### src/common/flpm_pkg.sv
// Package for the FIFO level and power management register bank.
// Assumes a 100 MHz system clock and a 32-bit host register port.
package flpm_pkg;
  localparam logic [7:0] RX_LEVEL_OFS = 8'h7c;
  localparam logic [7:0] TX_LEVEL_OFS = 8'h80;
  localparam logic [7:0] PMCTRL_OFS = 8'h84;
  localparam logic [7:0] BYTE_TEST_OFS = 8'h64;
  localparam int STATUS_LSB = 16;
  localparam int MODE_LSB = 12;
  localparam int PHYRST_BIT = 10;
  localparam int LANWAKE_BIT = 9;
  localparam int ENWAKE_BIT = 8;
  localparam int DRIVER_BIT = 6;
  localparam int CAUSE_LSB = 4;
  localparam int PULSE_BIT = 3;
  localparam int POL_BIT = 2;
  localparam int OUTEN_BIT = 1;
  localparam int READY_BIT = 0;
  localparam logic [7:0] STATUS_RST = 8'h00;
  localparam logic [15:0] RX_DATA_RST = 16'h0000;
  localparam logic [15:0] TX_FREE_RST = 16'h1200;
  localparam logic [1:0] MODE_RST = 2'h0;
  localparam int CLK_MHZ = 100;
  localparam int PHY_RESET_REQUEST_US = 100;
  localparam int PHY_RESET_REQUEST_CYC = PHY_RESET_REQUEST_US * CLK_MHZ;
  localparam int WAKE_PULSE_MS = 50;
  localparam int WAKE_PULSE_CYC = WAKE_PULSE_MS * 1000 * CLK_MHZ;
  typedef enum logic [1:0] {
    FLPM_D0 = 2'b00,
    FLPM_D1 = 2'b01,
    FLPM_D2 = 2'b10,
    FLPM_DRSV = 2'b11
  } flpm_mode_t;
endpackage

### src/verilog/flpm_timer.sv
// Down counter that holds a busy level for a fixed number of cycles.
// Start is a one-cycle pulse; restart while busy reloads the count.
`timescale 1ns/100ps
module flpm_timer #(
  parameter int CYCLES = 10
) (
  input wire logic clk_sys_i,
  input wire logic rst_i,
  input wire logic start_i,
  output logic busy_o
);
  typedef struct packed {
    logic [31:0] cnt;
  } flpm_tmr_t;
  flpm_tmr_t s_q, s_d;
  always_comb begin
    s_d = s_q;
    if (start_i) begin
      s_d.cnt = 32'(CYCLES);
    end else if (s_q.cnt != 32'h0) begin
      s_d.cnt = s_q.cnt - 32'h1;
    end
  end
  always_ff @(posedge clk_sys_i) begin
    if (rst_i) begin
      s_q <= '0;
    end else begin
      s_q <= s_d;
    end
  end
  assign busy_o = (s_q.cnt != 32'h0);
endmodule

### src/verilog/flpm_wake_out.sv
// Wake output shaping: driver type, polarity, pulse or static form.
// Assumes event pulse and clear from the register bank.
`timescale 1ns/100ps
module flpm_wake_out #(
  parameter int PULSE_CYC = 5000000
) (
  input wire logic clk_sys_i,
  input wire logic rst_i,
  input wire logic event_i,
  input wire logic active_static_i,
  input wire logic pulse_sel_i,
  input wire logic enable_i,
  input wire logic driver_sel_i,
  input wire logic polarity_i,
  output logic wake_o,
  output logic wake_oe_o
);
  logic pulse_busy;
  logic active;
  flpm_timer #(.CYCLES(PULSE_CYC)) u_pulse (
    .clk_sys_i(clk_sys_i),
    .rst_i(rst_i),
    .start_i(event_i & pulse_sel_i),
    .busy_o(pulse_busy)
  );
  assign active = enable_i & (pulse_sel_i ? pulse_busy : active_static_i);
  always_comb begin
    if (!driver_sel_i) begin
      wake_o = 1'b0;
      wake_oe_o = active;
    end else begin
      wake_o = polarity_i ? active : ~active;
      wake_oe_o = 1'b1;
    end
  end
endmodule

### src/verilog/flpm_regs.sv
// FIFO level and power management registers.
// Assumes a synchronous SRAM-like host port and FIFO level inputs from the datapath.
// Overview of operation
// - Receive level bits 23-16 show receive status FIFO used dwords, reset 00h.
// - Receive level bits 15-0 show receive data bytes used, frames rounded to dwords.
// - Transmit level bits 23-16 show transmit status FIFO used dwords, reset 00h.
// - Transmit level bits 15-0 show free transmit data bytes, reset 1200h.
// - Power management control stays readable in every reduced power state.
// - Mode field bits 13-12: normal, frame wake, energy; self-clearing; 11b never written.
// - A write to byte test register, once a read has been seen since sleep, wakes the device from reduced power.
// - Writing 1 to bit 10 resets PHY for 100us, then bit clears itself.
// - Writes to the PHY reset bit are ignored while it reads high.
// - Bit 9 lets frame wake events drive wake output and always wake interrupt.
// - Bit 8 lets energy events drive wake output and always wake interrupt.
// - Bit 6 clear gives open-drain active-low output; set gives push-pull.
// - Bit 0 reads 1 when the device is ready for access.
// - Pulse select gives 50 ms pulses, else static until wake cause cleared.
// - Bit 1 enables the external wake output only, not the interrupt.
`timescale 1ns/100ps
module flpm_regs #(
  parameter int PHY_RESET_REQUEST_CYC = flpm_pkg::PHY_RESET_REQUEST_CYC,
  parameter int WAKE_PULSE_CYC = flpm_pkg::WAKE_PULSE_CYC
) (
  input wire logic clk_sys_i,
  input wire logic rst_i,
  input wire logic reg_rd_i,
  input wire logic reg_wr_i,
  input wire logic [7:0] reg_addr_i,
  input wire logic [31:0] reg_wdata_i,
  output logic [31:0] reg_rdata_o,
  input wire logic [7:0] rx_status_used_dwords_i,
  input wire logic [15:0] rx_data_used_bytes_i,
  input wire logic [7:0] tx_status_used_dwords_i,
  input wire logic [15:0] tx_data_free_bytes_i,
  input wire logic lan_wake_event_i,
  input wire logic energy_wake_event_i,
  input wire logic wake_ready_i,
  output logic [1:0] power_state_o,
  output logic phy_reset_o,
  output logic device_ready_o,
  output logic wake_interrupt_o,
  output logic wake_event_out_o,
  output logic wake_event_oe_o
);
  typedef struct packed {
    logic [31:0] rdata;
    logic [1:0] state;
    logic [1:0] mode_field;
    logic lan_en;
    logic energy_en;
    logic driver_sel;
    logic pulse_sel;
    logic polarity;
    logic out_en;
    logic [1:0] cause;
    logic read_seen;
    logic phy_start;
  } flpm_state_t;
  flpm_state_t s_q, s_d;
  logic phy_busy;
  logic ready;
  logic wr_ok;
  logic pm_wr;
  logic lan_hit;
  logic energy_hit;
  logic wake_pulse;
  logic [31:0] pm_word;

  flpm_timer #(.CYCLES(PHY_RESET_REQUEST_CYC)) u_phy_reset_request (
    .clk_sys_i(clk_sys_i),
    .rst_i(rst_i),
    .start_i(s_q.phy_start),
    .busy_o(phy_busy)
  );

  flpm_wake_out #(.PULSE_CYC(WAKE_PULSE_CYC)) u_wake (
    .clk_sys_i(clk_sys_i),
    .rst_i(rst_i),
    .event_i(wake_pulse),
    .active_static_i(s_q.cause != 2'h0),
    .pulse_sel_i(s_q.pulse_sel),
    .enable_i(s_q.out_en),
    .driver_sel_i(s_q.driver_sel),
    .polarity_i(s_q.polarity),
    .wake_o(wake_event_out_o),
    .wake_oe_o(wake_event_oe_o)
  );

  assign ready = (s_q.state == flpm_pkg::FLPM_D0) && (s_q.mode_field == flpm_pkg::MODE_RST);
  assign wr_ok = reg_wr_i && s_q.read_seen;
  assign pm_wr = wr_ok && ready && (reg_addr_i == flpm_pkg::PMCTRL_OFS);
  assign lan_hit = lan_wake_event_i && s_q.lan_en;
  assign energy_hit = energy_wake_event_i && s_q.energy_en;
  assign wake_pulse = lan_hit || energy_hit;

  always_comb begin
    pm_word = 32'h0;
    pm_word[flpm_pkg::MODE_LSB +: 2] = s_q.mode_field;
    pm_word[flpm_pkg::PHYRST_BIT] = s_q.phy_start | phy_busy;
    pm_word[flpm_pkg::LANWAKE_BIT] = s_q.lan_en;
    pm_word[flpm_pkg::ENWAKE_BIT] = s_q.energy_en;
    pm_word[flpm_pkg::DRIVER_BIT] = s_q.driver_sel;
    pm_word[flpm_pkg::CAUSE_LSB +: 2] = s_q.cause;
    pm_word[flpm_pkg::PULSE_BIT] = s_q.pulse_sel;
    pm_word[flpm_pkg::POL_BIT] = s_q.polarity;
    pm_word[flpm_pkg::OUTEN_BIT] = s_q.out_en;
    pm_word[flpm_pkg::READY_BIT] = ready;
  end

  always_comb begin
    s_d = s_q;
    s_d.phy_start = 1'b0;
    if (reg_rd_i) begin
      s_d.read_seen = 1'b1;
      s_d.rdata = 32'h0;
      case (reg_addr_i)
        flpm_pkg::RX_LEVEL_OFS: begin
          if (ready) begin
            s_d.rdata[flpm_pkg::STATUS_LSB +: 8] = rx_status_used_dwords_i;
            s_d.rdata[15:0] = rx_data_used_bytes_i;
          end
        end
        flpm_pkg::TX_LEVEL_OFS: begin
          if (ready) begin
            s_d.rdata[flpm_pkg::STATUS_LSB +: 8] = tx_status_used_dwords_i;
            s_d.rdata[15:0] = tx_data_free_bytes_i;
          end
        end
        flpm_pkg::PMCTRL_OFS: begin
          s_d.rdata = pm_word;
        end
        default: begin
          s_d.rdata = 32'h0;
        end
      endcase
    end
    if (pm_wr) begin
      s_d.lan_en = reg_wdata_i[flpm_pkg::LANWAKE_BIT];
      s_d.energy_en = reg_wdata_i[flpm_pkg::ENWAKE_BIT];
      s_d.driver_sel = reg_wdata_i[flpm_pkg::DRIVER_BIT];
      s_d.pulse_sel = reg_wdata_i[flpm_pkg::PULSE_BIT];
      s_d.polarity = reg_wdata_i[flpm_pkg::POL_BIT];
      s_d.out_en = reg_wdata_i[flpm_pkg::OUTEN_BIT];
      s_d.cause = s_q.cause & ~reg_wdata_i[flpm_pkg::CAUSE_LSB +: 2];
      if (reg_wdata_i[flpm_pkg::PHYRST_BIT] && !(s_q.phy_start || phy_busy)) begin
        s_d.phy_start = 1'b1;
      end
      if (reg_wdata_i[flpm_pkg::MODE_LSB +: 2] != 2'(flpm_pkg::FLPM_DRSV) &&
          reg_wdata_i[flpm_pkg::MODE_LSB +: 2] != 2'(flpm_pkg::FLPM_D0)) begin
        s_d.mode_field = reg_wdata_i[flpm_pkg::MODE_LSB +: 2];
        s_d.state = reg_wdata_i[flpm_pkg::MODE_LSB +: 2];
        s_d.read_seen = 1'b0;
      end
    end
    if (energy_hit) begin
      s_d.cause[0] = 1'b1;
    end
    if (lan_hit) begin
      s_d.cause[1] = 1'b1;
    end
    if (s_q.state != flpm_pkg::FLPM_D0) begin
      if ((wr_ok && reg_addr_i == flpm_pkg::BYTE_TEST_OFS) || wake_pulse) begin
        s_d.state = flpm_pkg::FLPM_D0;
        s_d.read_seen = 1'b0;
      end
    end else if (s_q.mode_field != flpm_pkg::MODE_RST && wake_ready_i) begin
      s_d.mode_field = flpm_pkg::MODE_RST;
    end
  end

  always_ff @(posedge clk_sys_i) begin
    if (rst_i) begin
      s_q <= '0;
    end else begin
      s_q <= s_d;
    end
  end

  assign reg_rdata_o = s_q.rdata;
  assign power_state_o = s_q.state;
  assign phy_reset_o = s_q.phy_start | phy_busy;
  assign device_ready_o = ready;
  assign wake_interrupt_o = s_q.cause != 2'h0;

  a_phy_hold: assert property (@(posedge clk_sys_i) disable iff (rst_i)
    $rose(phy_reset_o) |-> phy_reset_o [*8]) else $error("PHY reset released early");
  a_phy_ignore: assert property (@(posedge clk_sys_i) disable iff (rst_i)
    phy_busy |-> !s_d.phy_start) else $error("PHY reset restarted while high");
  a_mode_legal: assert property (@(posedge clk_sys_i) disable iff (rst_i)
    s_q.mode_field != 2'h3) else $error("Reserved power mode");
  a_no_early_wr: assert property (@(posedge clk_sys_i) disable iff (rst_i)
    (reg_wr_i && !s_q.read_seen) |=> $stable(s_q.lan_en)) else $error("Write before read honoured");
  a_byte_wake: assert property (@(posedge clk_sys_i) disable iff (rst_i)
    (wr_ok && reg_addr_i == flpm_pkg::BYTE_TEST_OFS && s_q.state != 2'h0) |=> s_q.state == 2'h0)
    else $error("Byte test write did not wake");
  a_wake_irq: assert property (@(posedge clk_sys_i) disable iff (rst_i)
    lan_hit |=> wake_interrupt_o) else $error("Wake interrupt missing");
  a_energy_irq: assert property (@(posedge clk_sys_i) disable iff (rst_i)
    energy_hit |=> s_q.cause[0]) else $error("Energy cause missing");
  a_open_drain: assert property (@(posedge clk_sys_i) disable iff (rst_i)
    !s_q.driver_sel |-> !wake_event_out_o) else $error("Open drain drove high");
  a_pm_read: assert property (@(posedge clk_sys_i) disable iff (rst_i)
    (reg_rd_i && reg_addr_i == flpm_pkg::PMCTRL_OFS) |=> reg_rdata_o[13:12] == $past(s_q.mode_field))
    else $error("Power control read wrong");
  a_tx_read: assert property (@(posedge clk_sys_i) disable iff (rst_i)
    (reg_rd_i && ready && reg_addr_i == flpm_pkg::TX_LEVEL_OFS) |=>
    reg_rdata_o == {8'h0, $past(tx_status_used_dwords_i), $past(tx_data_free_bytes_i)})
    else $error("Transmit level read wrong");
  a_rx_read: assert property (@(posedge clk_sys_i) disable iff (rst_i)
    (reg_rd_i && ready && reg_addr_i == flpm_pkg::RX_LEVEL_OFS) |=>
    reg_rdata_o == {8'h0, $past(rx_status_used_dwords_i), $past(rx_data_used_bytes_i)})
    else $error("Receive level read wrong");
  a_level_gate: assert property (@(posedge clk_sys_i) disable iff (rst_i)
    (reg_rd_i && !ready && (reg_addr_i == flpm_pkg::RX_LEVEL_OFS || reg_addr_i == flpm_pkg::TX_LEVEL_OFS))
    |=> reg_rdata_o == 32'h0) else $error("Level read while not ready");
  a_unmapped_zero: assert property (@(posedge clk_sys_i) disable iff (rst_i)
    (reg_rd_i && reg_addr_i != flpm_pkg::RX_LEVEL_OFS && reg_addr_i != flpm_pkg::TX_LEVEL_OFS &&
    reg_addr_i != flpm_pkg::PMCTRL_OFS) |=> reg_rdata_o == 32'h0) else $error("Unmapped read not zero");
  a_pm_reserved: assert property (@(posedge clk_sys_i) disable iff (rst_i)
    (reg_rd_i && reg_addr_i == flpm_pkg::PMCTRL_OFS) |=> (reg_rdata_o & 32'hffffc880) == 32'h0)
    else $error("Reserved power control bits set");
  a_pm_ready: assert property (@(posedge clk_sys_i) disable iff (rst_i)
    (reg_rd_i && reg_addr_i == flpm_pkg::PMCTRL_OFS) |=> reg_rdata_o[flpm_pkg::READY_BIT] == $past(device_ready_o))
    else $error("Ready bit read wrong");
  a_phy_readback: assert property (@(posedge clk_sys_i) disable iff (rst_i)
    (reg_rd_i && reg_addr_i == flpm_pkg::PMCTRL_OFS) |=> reg_rdata_o[flpm_pkg::PHYRST_BIT] == $past(phy_reset_o))
    else $error("PHY reset bit read wrong");
  a_phy_start: assert property (@(posedge clk_sys_i) disable iff (rst_i)
    (pm_wr && reg_wdata_i[flpm_pkg::PHYRST_BIT] && !phy_reset_o) |=> phy_reset_o)
    else $error("PHY reset not started");
  a_sleep_frame: assert property (@(posedge clk_sys_i) disable iff (rst_i)
    (pm_wr && reg_wdata_i[flpm_pkg::MODE_LSB +: 2] == 2'h1) |=> power_state_o == 2'h1 && !device_ready_o)
    else $error("Frame wake mode not entered");
  a_sleep_energy: assert property (@(posedge clk_sys_i) disable iff (rst_i)
    (pm_wr && reg_wdata_i[flpm_pkg::MODE_LSB +: 2] == 2'h2) |=> power_state_o == 2'h2 && !device_ready_o)
    else $error("Energy mode not entered");
  a_mode_ignore: assert property (@(posedge clk_sys_i) disable iff (rst_i)
    (pm_wr && (reg_wdata_i[flpm_pkg::MODE_LSB +: 2] == 2'h0 || reg_wdata_i[flpm_pkg::MODE_LSB +: 2] == 2'h3))
    |=> power_state_o == 2'h0 && s_q.mode_field == 2'h0) else $error("Mode write not ignored");
  a_mode_self_clear: assert property (@(posedge clk_sys_i) disable iff (rst_i)
    (power_state_o == 2'h0 && s_q.mode_field != 2'h0 && wake_ready_i) |=> s_q.mode_field == 2'h0)
    else $error("Mode field did not clear");
  a_mode_hold: assert property (@(posedge clk_sys_i) disable iff (rst_i)
    (power_state_o == 2'h0 && s_q.mode_field != 2'h0 && !wake_ready_i) |=> $stable(s_q.mode_field))
    else $error("Mode field cleared early");
  a_sleep_stay: assert property (@(posedge clk_sys_i) disable iff (rst_i)
    (power_state_o != 2'h0 && !wake_pulse && !(wr_ok && reg_addr_i == flpm_pkg::BYTE_TEST_OFS))
    |=> $stable(power_state_o)) else $error("Left reduced power without cause");
  a_event_wake: assert property (@(posedge clk_sys_i) disable iff (rst_i)
    (power_state_o != 2'h0 && wake_pulse) |=> power_state_o == 2'h0)
    else $error("Wake event did not wake");
  a_event_rearm: assert property (@(posedge clk_sys_i) disable iff (rst_i)
    (power_state_o != 2'h0 && wake_pulse) |=> !s_q.read_seen)
    else $error("Read not required after wake");
  a_read_arms: assert property (@(posedge clk_sys_i) disable iff (rst_i)
    (reg_rd_i && power_state_o == 2'h0 && !pm_wr) |=> s_q.read_seen)
    else $error("Read did not enable writes");
  a_sleep_rearm: assert property (@(posedge clk_sys_i) disable iff (rst_i)
    (pm_wr && reg_wdata_i[flpm_pkg::MODE_LSB +: 2] != 2'h0 && reg_wdata_i[flpm_pkg::MODE_LSB +: 2] != 2'h3)
    |=> !s_q.read_seen) else $error("Read not required after sleep");
  a_byte_rearm: assert property (@(posedge clk_sys_i) disable iff (rst_i)
    (wr_ok && reg_addr_i == flpm_pkg::BYTE_TEST_OFS && power_state_o != 2'h0) |=> !s_q.read_seen)
    else $error("Read not required after byte wake");
  a_lan_cause: assert property (@(posedge clk_sys_i) disable iff (rst_i)
    lan_hit |=> s_q.cause[1])
    else $error("Frame cause missing");
  a_cause_stable: assert property (@(posedge clk_sys_i) disable iff (rst_i)
    (!pm_wr && !wake_pulse) |=> $stable(s_q.cause))
    else $error("Wake cause changed without event");
  a_energy_clear: assert property (@(posedge clk_sys_i) disable iff (rst_i)
    (pm_wr && reg_wdata_i[flpm_pkg::CAUSE_LSB] && !energy_hit) |=> !s_q.cause[0])
    else $error("Energy cause not cleared");
  a_lan_clear: assert property (@(posedge clk_sys_i) disable iff (rst_i)
    (pm_wr && reg_wdata_i[flpm_pkg::CAUSE_LSB + 1] && !lan_hit) |=> !s_q.cause[1])
    else $error("Frame cause not cleared");
  a_irq_unmasked: assert property (@(posedge clk_sys_i) disable iff (rst_i)
    ((lan_hit || energy_hit) && !s_q.out_en) |=> wake_interrupt_o)
    else $error("Interrupt masked by output enable");
  a_out_disabled: assert property (@(posedge clk_sys_i) disable iff (rst_i)
    !s_q.out_en |-> (s_q.driver_sel ? wake_event_out_o == !s_q.polarity : !wake_event_oe_o))
    else $error("Disabled wake output active");
  a_static_on: assert property (@(posedge clk_sys_i) disable iff (rst_i)
    (s_q.out_en && !s_q.pulse_sel && !s_q.driver_sel && s_q.cause != 2'h0) |-> wake_event_oe_o)
    else $error("Static wake output missing");
  a_static_off: assert property (@(posedge clk_sys_i) disable iff (rst_i)
    (s_q.out_en && !s_q.pulse_sel && !s_q.driver_sel && s_q.cause == 2'h0) |-> !wake_event_oe_o)
    else $error("Static wake output stuck");
  a_pulse_start: assert property (@(posedge clk_sys_i) disable iff (rst_i)
    (wake_pulse && !pm_wr && s_q.pulse_sel && s_q.out_en && !s_q.driver_sel) |=> wake_event_oe_o)
    else $error("Wake pulse not started");
  a_push_oe: assert property (@(posedge clk_sys_i) disable iff (rst_i)
    s_q.driver_sel |-> wake_event_oe_o)
    else $error("Push-pull driver not enabled");
  a_push_polarity: assert property (@(posedge clk_sys_i) disable iff (rst_i)
    (s_q.driver_sel && s_q.out_en && !s_q.pulse_sel) |-> wake_event_out_o == ((s_q.cause != 2'h0) == s_q.polarity))
    else $error("Push-pull polarity wrong");
  a_ctrl_hold: assert property (@(posedge clk_sys_i) disable iff (rst_i)
    !pm_wr |=> $stable({s_q.lan_en, s_q.energy_en, s_q.driver_sel, s_q.pulse_sel, s_q.polarity, s_q.out_en}))
    else $error("Control bits changed without write");
  c_phy_reset: cover property (@(posedge clk_sys_i) $fell(phy_reset_o));
  c_sleep_wake: cover property (@(posedge clk_sys_i) $fell(s_q.state == 2'h1));
  c_wake_pin: cover property (@(posedge clk_sys_i) wake_event_oe_o);
  c_pulse_end: cover property (@(posedge clk_sys_i) $fell(wake_event_oe_o));
  c_energy_mode: cover property (@(posedge clk_sys_i) power_state_o == 2'h2);
endmodule

### config.mk
export PLATFORM = sky130hd
export DESIGN_NAME = flpm_regs
export DESIGN_NICKNAME = d
export VERILOG_FILES = /design/src/common/flpm_pkg.sv /design/src/verilog/flpm_timer.sv /design/src/verilog/flpm_wake_out.sv /design/src/verilog/flpm_regs.sv
export SDC_FILE = /design/constraint.sdc
export NUM_CORES = 1
export LEC_CHECK = 0
export ABC_AREA = 1
export BUFFER_PORTS_ARGS = -buffer_cell sky130_fd_sc_hd__clkbuf_2
export CORE_ASPECT_RATIO = 0.7
export CORE_MARGIN = 2
export CORE_UTILIZATION = 35
export DETAILED_ROUTE_END_ITERATION = 8
export GPL_ROUTABILITY_DRIVEN = 1
export MAX_ROUTING_LAYER = met4
export PLACE_DENSITY_LB_ADDON = 0.25
export SYNTH_ARGS = -nofsm -noshare
export SYNTH_HDL_FRONTEND = slang
export SYNTH_SLANG_ARGS = --single-unit
### constraint.sdc
create_clock -name clk_sys_i -period 1.6 [get_ports clk_sys_i]
set_input_delay 0.08 -clock clk_sys_i [delete_from_list [all_inputs] [get_ports clk_sys_i]]
set_output_delay 0.08 -clock clk_sys_i [all_outputs]
set_load 0.005 [all_outputs]
==> impl_results.md <==
* Run status: complete, but fails checks
* Failing checks: setup timing
* GRT overflow at 0
* WS Path Type: reg2reg
* Max Clk Rate at 548 MHz
* Number of buffers created by CTS at 9
* Crit Path Max Fanout at 2
* Ys flop type: dfxtp_1
* Global-route wire length before repair at 28.6 mm
* TritonCTS clock tree: done
* Mapped Cells at 902
* Gr usage total at 0.211
* Area grow syn2layout at 42.9%
* Antenna Cells at 0
* Post-route cell area at 8290 sq um
* Mapped cell area at 5800 sq um
* PnR worst setup slack at -0.224 ns
* Reg2reg end: u_wake.u_pulse.s_q[20]$_SDFFE_PP0P_
* Int Power at 0.0111 W
* Htree depth at 3
* Sequential power share at 0.203
* Setup violations, final at 9
* Commonest non-fill, non-tap cell in the layout: nand2_1
* Post-route ant nets at 0
* Crit end category: flop
* Avg Inst Size Synth at 6.43 sq um
* Layout Cells excl Fill at 1307
* Clk pwr share at 0.120
* Clock Latency Late Sink at 0.36 ns
* Inst Count DP at 1235
* Type of element launching the critical path: flop
* Hpwl dp at 13.2 mm
* Switching Share at 0.464
* Share of cells above drive strength 1 at 0.378
* Combinational share of power at 0.678
* # nets final at 1176
* Synth async-reset ratio at 0
* Hold path start: reg_wdata_i[6]
* GP Congestion at 0.907
* Min Clock Period, post-route at 1.82 ns
* Worst slack at placement at 0.00909 ns
* Setup skew after layout at 0.0134 ns
* Die area at 17600 sq um
* Most frequent cells in the layout: nand2_1 (211), nor2_1 (135), clkbuf_2 (103)
* Max Cap Viol at 0
* Via count at 6111
* P_leak at 3.87 nW
* I/O Pins at 134
* Routed wire length at 18.7 mm
* Clock Tree Buf Depth at 2
* Initial Utilization at 0.357
* Core Region at 16200 sq um
* Worst R2R Start: u_wake.u_pulse.s_q[1]$_SDFFE_PP0P_
* Crit path DAT at 2.07 ns
* Vias per Instance at 4.68
* Die Wd at 158 um
* Antenna violations before repair at 0
* Initial drt markers at 361
* WP data required at 1.85 ns
* Cells on worst reg2reg path at 13
* Yosys cell types at 31
* Final Max Tran Viols at 0
* Worst vdd ir at 1240 uV
* Largest net degree at the start of global routing at 50
* Port bufs at 104
* Register bit total from synthesis at 102
* Pwr/cell area at 2490 nW/um^2
* Clk sinks at 102
* Final hold vios at 0
* RSZ-0062 raised after global routing: true
* EDFF count, synth at 0
* Clk root buf: clkbuf_16
* Hold path depth at 3
* Net Switching at 0.00955 W
* Number of global-route vias before repair at 5651
* Site row count at 39
* Chip height at 112 um
* Final period util at 1.14
* Hold Path Sink: pm_word[6]$_SDFFE_PP0N_
* Min-Delay Path Class: in2reg
* FF-to-FF setup slack at -0.22 ns
* DRC errors left at 0
* Routed len/inst at 14.3 um
* Clock-pin slew on the worst setup and hold paths at 0.07 ns
* Synth warnings at 0
* DP Area at 6750 sq um
* First-pass iteration count of the detailed router at 5
* Seq/Total Area, Yosys at 0.352
## metal layers
metal / GRT usage / part of all wire
met1: 0.307 / 0.50
met2: 0.296 / 0.42
met3: 0.0529 / 0.075
met4: 0.0382 / 0.0079
met5: - / 0
## worst max path at each step
stage                                            start                                  endpoint  slack, ns
3_3_place_gp   u_phy_reset_request.s_q[0]$_SDFFE_PP0P_  u_phy_reset_request.s_q[24]$_SDFFE_PP0P_       0.03
3_5_place_dp        u_wake.u_pulse.s_q[1]$_SDFFE_PP0P_                          wake_event_out_o      0.009
6_report            u_wake.u_pulse.s_q[1]$_SDFFE_PP0P_       u_wake.u_pulse.s_q[20]$_SDFFE_PP0P_      -0.22
4_1_cts             u_wake.u_pulse.s_q[9]$_SDFFE_PP0P_                          wake_event_out_o      -0.24
5_1_grt             u_wake.u_pulse.s_q[1]$_SDFFE_PP0P_       u_wake.u_pulse.s_q[20]$_SDFFE_PP0P_      -0.30
2_1_floorplan  u_phy_reset_request.s_q[0]$_SDFFE_PP0P_  u_phy_reset_request.s_q[30]$_SDFFE_PP0P_       0.20
## worst max-delay path, stage by stage (launching register included)
cell and delay, ns:
dfxtp_2 0.33, inv_2 0.08, ha_4 0.14, nand2_2 0.05, nor2_2 0.11, nand2_2 0.08, buf_4 0.14, buf_4 0.12
buf_4 0.12, buf_4 0.12, buf_4 0.12, nand4_1 0.08, xor2_1 0.16, nor2_1 0.05
## per-stage QoR
stage               hold slack [ns]   util  setup TNS (ns)  total power (W)
finish                       0.0183  0.510           -1.10           0.0206
global route                 0.0238  0.510           -2.74           0.0221
CTS                          0.0105  0.470           -1.49           0.0179
detailed placement            0.314  0.415               0           0.0131
global placement              0.308  0.415               0           0.0130
floorplan                     0.215      -               0           0.0101
## layout make-up
type                       count  area (sq um)
multi-input combinational    687          3800
clock buffer                   9           225
fill                        1641          7960
clock inverter                 7           109
sequential                   102          2110
timing repair buffer         219          1540
tap                          225           282
inverter                      58           220
## cells in the mapped netlist (2+ instances only)
master	count	area [sq um]
nand2_1	244	916
nor2_1	197	739
dfxtp_1	102	2040
nand3_1	85	425
inv_1	53	199
a21oi_1	42	210
buf_4	36	270
xnor2_1	30	263
xor2_1	18	158
nor3_1	15	75.1
buf_2	11	55.1
clkbuf_1	11	41.3
o21ai_0	8	40.0
a211oi_1	7	52.6
nor2_2	6	37.5
nand4_1	5	31.3
or2_2	5	31.3
ha_1	4	50.1
buf_1	3	11.3
inv_2	3	11.3
a31oi_1	2	12.5
clkinv_1	2	7.51
nand2_2	2	12.5
nor2_4	2	22.5
nor3_4	2	32.5
o21bai_1	2	15.0
## registers in the layout, summed over array words and instances (netlist names)
| name | flops |
|---|---|
| reg_rdata_o | 24 |
| u_wake.u_pulse.s_q | 32 |
| power_state_o | 2 |
| u_phy_reset_request.s_q | 32 |
| s_q | 2 |
| pm_word | 10 |
## cells by family (layout without fill, tap and decap cells)
family	after synthesis	in the layout	synth area share
and+or+nand+nor	566	566	0.405
buffers and inverters	120	293	0.105
xor gates and xnor gates	48	48	0.0725
DFF	102	102	0.352
other	1	8	0.000646
adders and majority gates	4	4	0.00863
AOI/OAI and AO/OA	61	61	0.0569
## timing repair
| item | CTS | global route |
|---|---|---|
| setup endpoints to repair | 4 | 62 |
| resized for setup | 81 | 152 |
| endpoints found under the hold margin | 6 | 0 |
| pin swaps | 37 | 51 |
| cloned | 0 | 3 |
| hold buffers | 7 | 0 |
| setup buffers | 37 | 12 |
## power groups by stage
stage	Sequential [W]	Combinational (W)	Clock (W)
finish	0.00418	0.0140	0.00247
global placement	0.00383	0.00920	0
global route	0.00425	0.0153	0.00263
CTS	0.00395	0.0114	0.00252
floorplan	0.00372	0.00639	0
detailed placement	0.00383	0.00924	0
(Power assumes the default switching activity.)
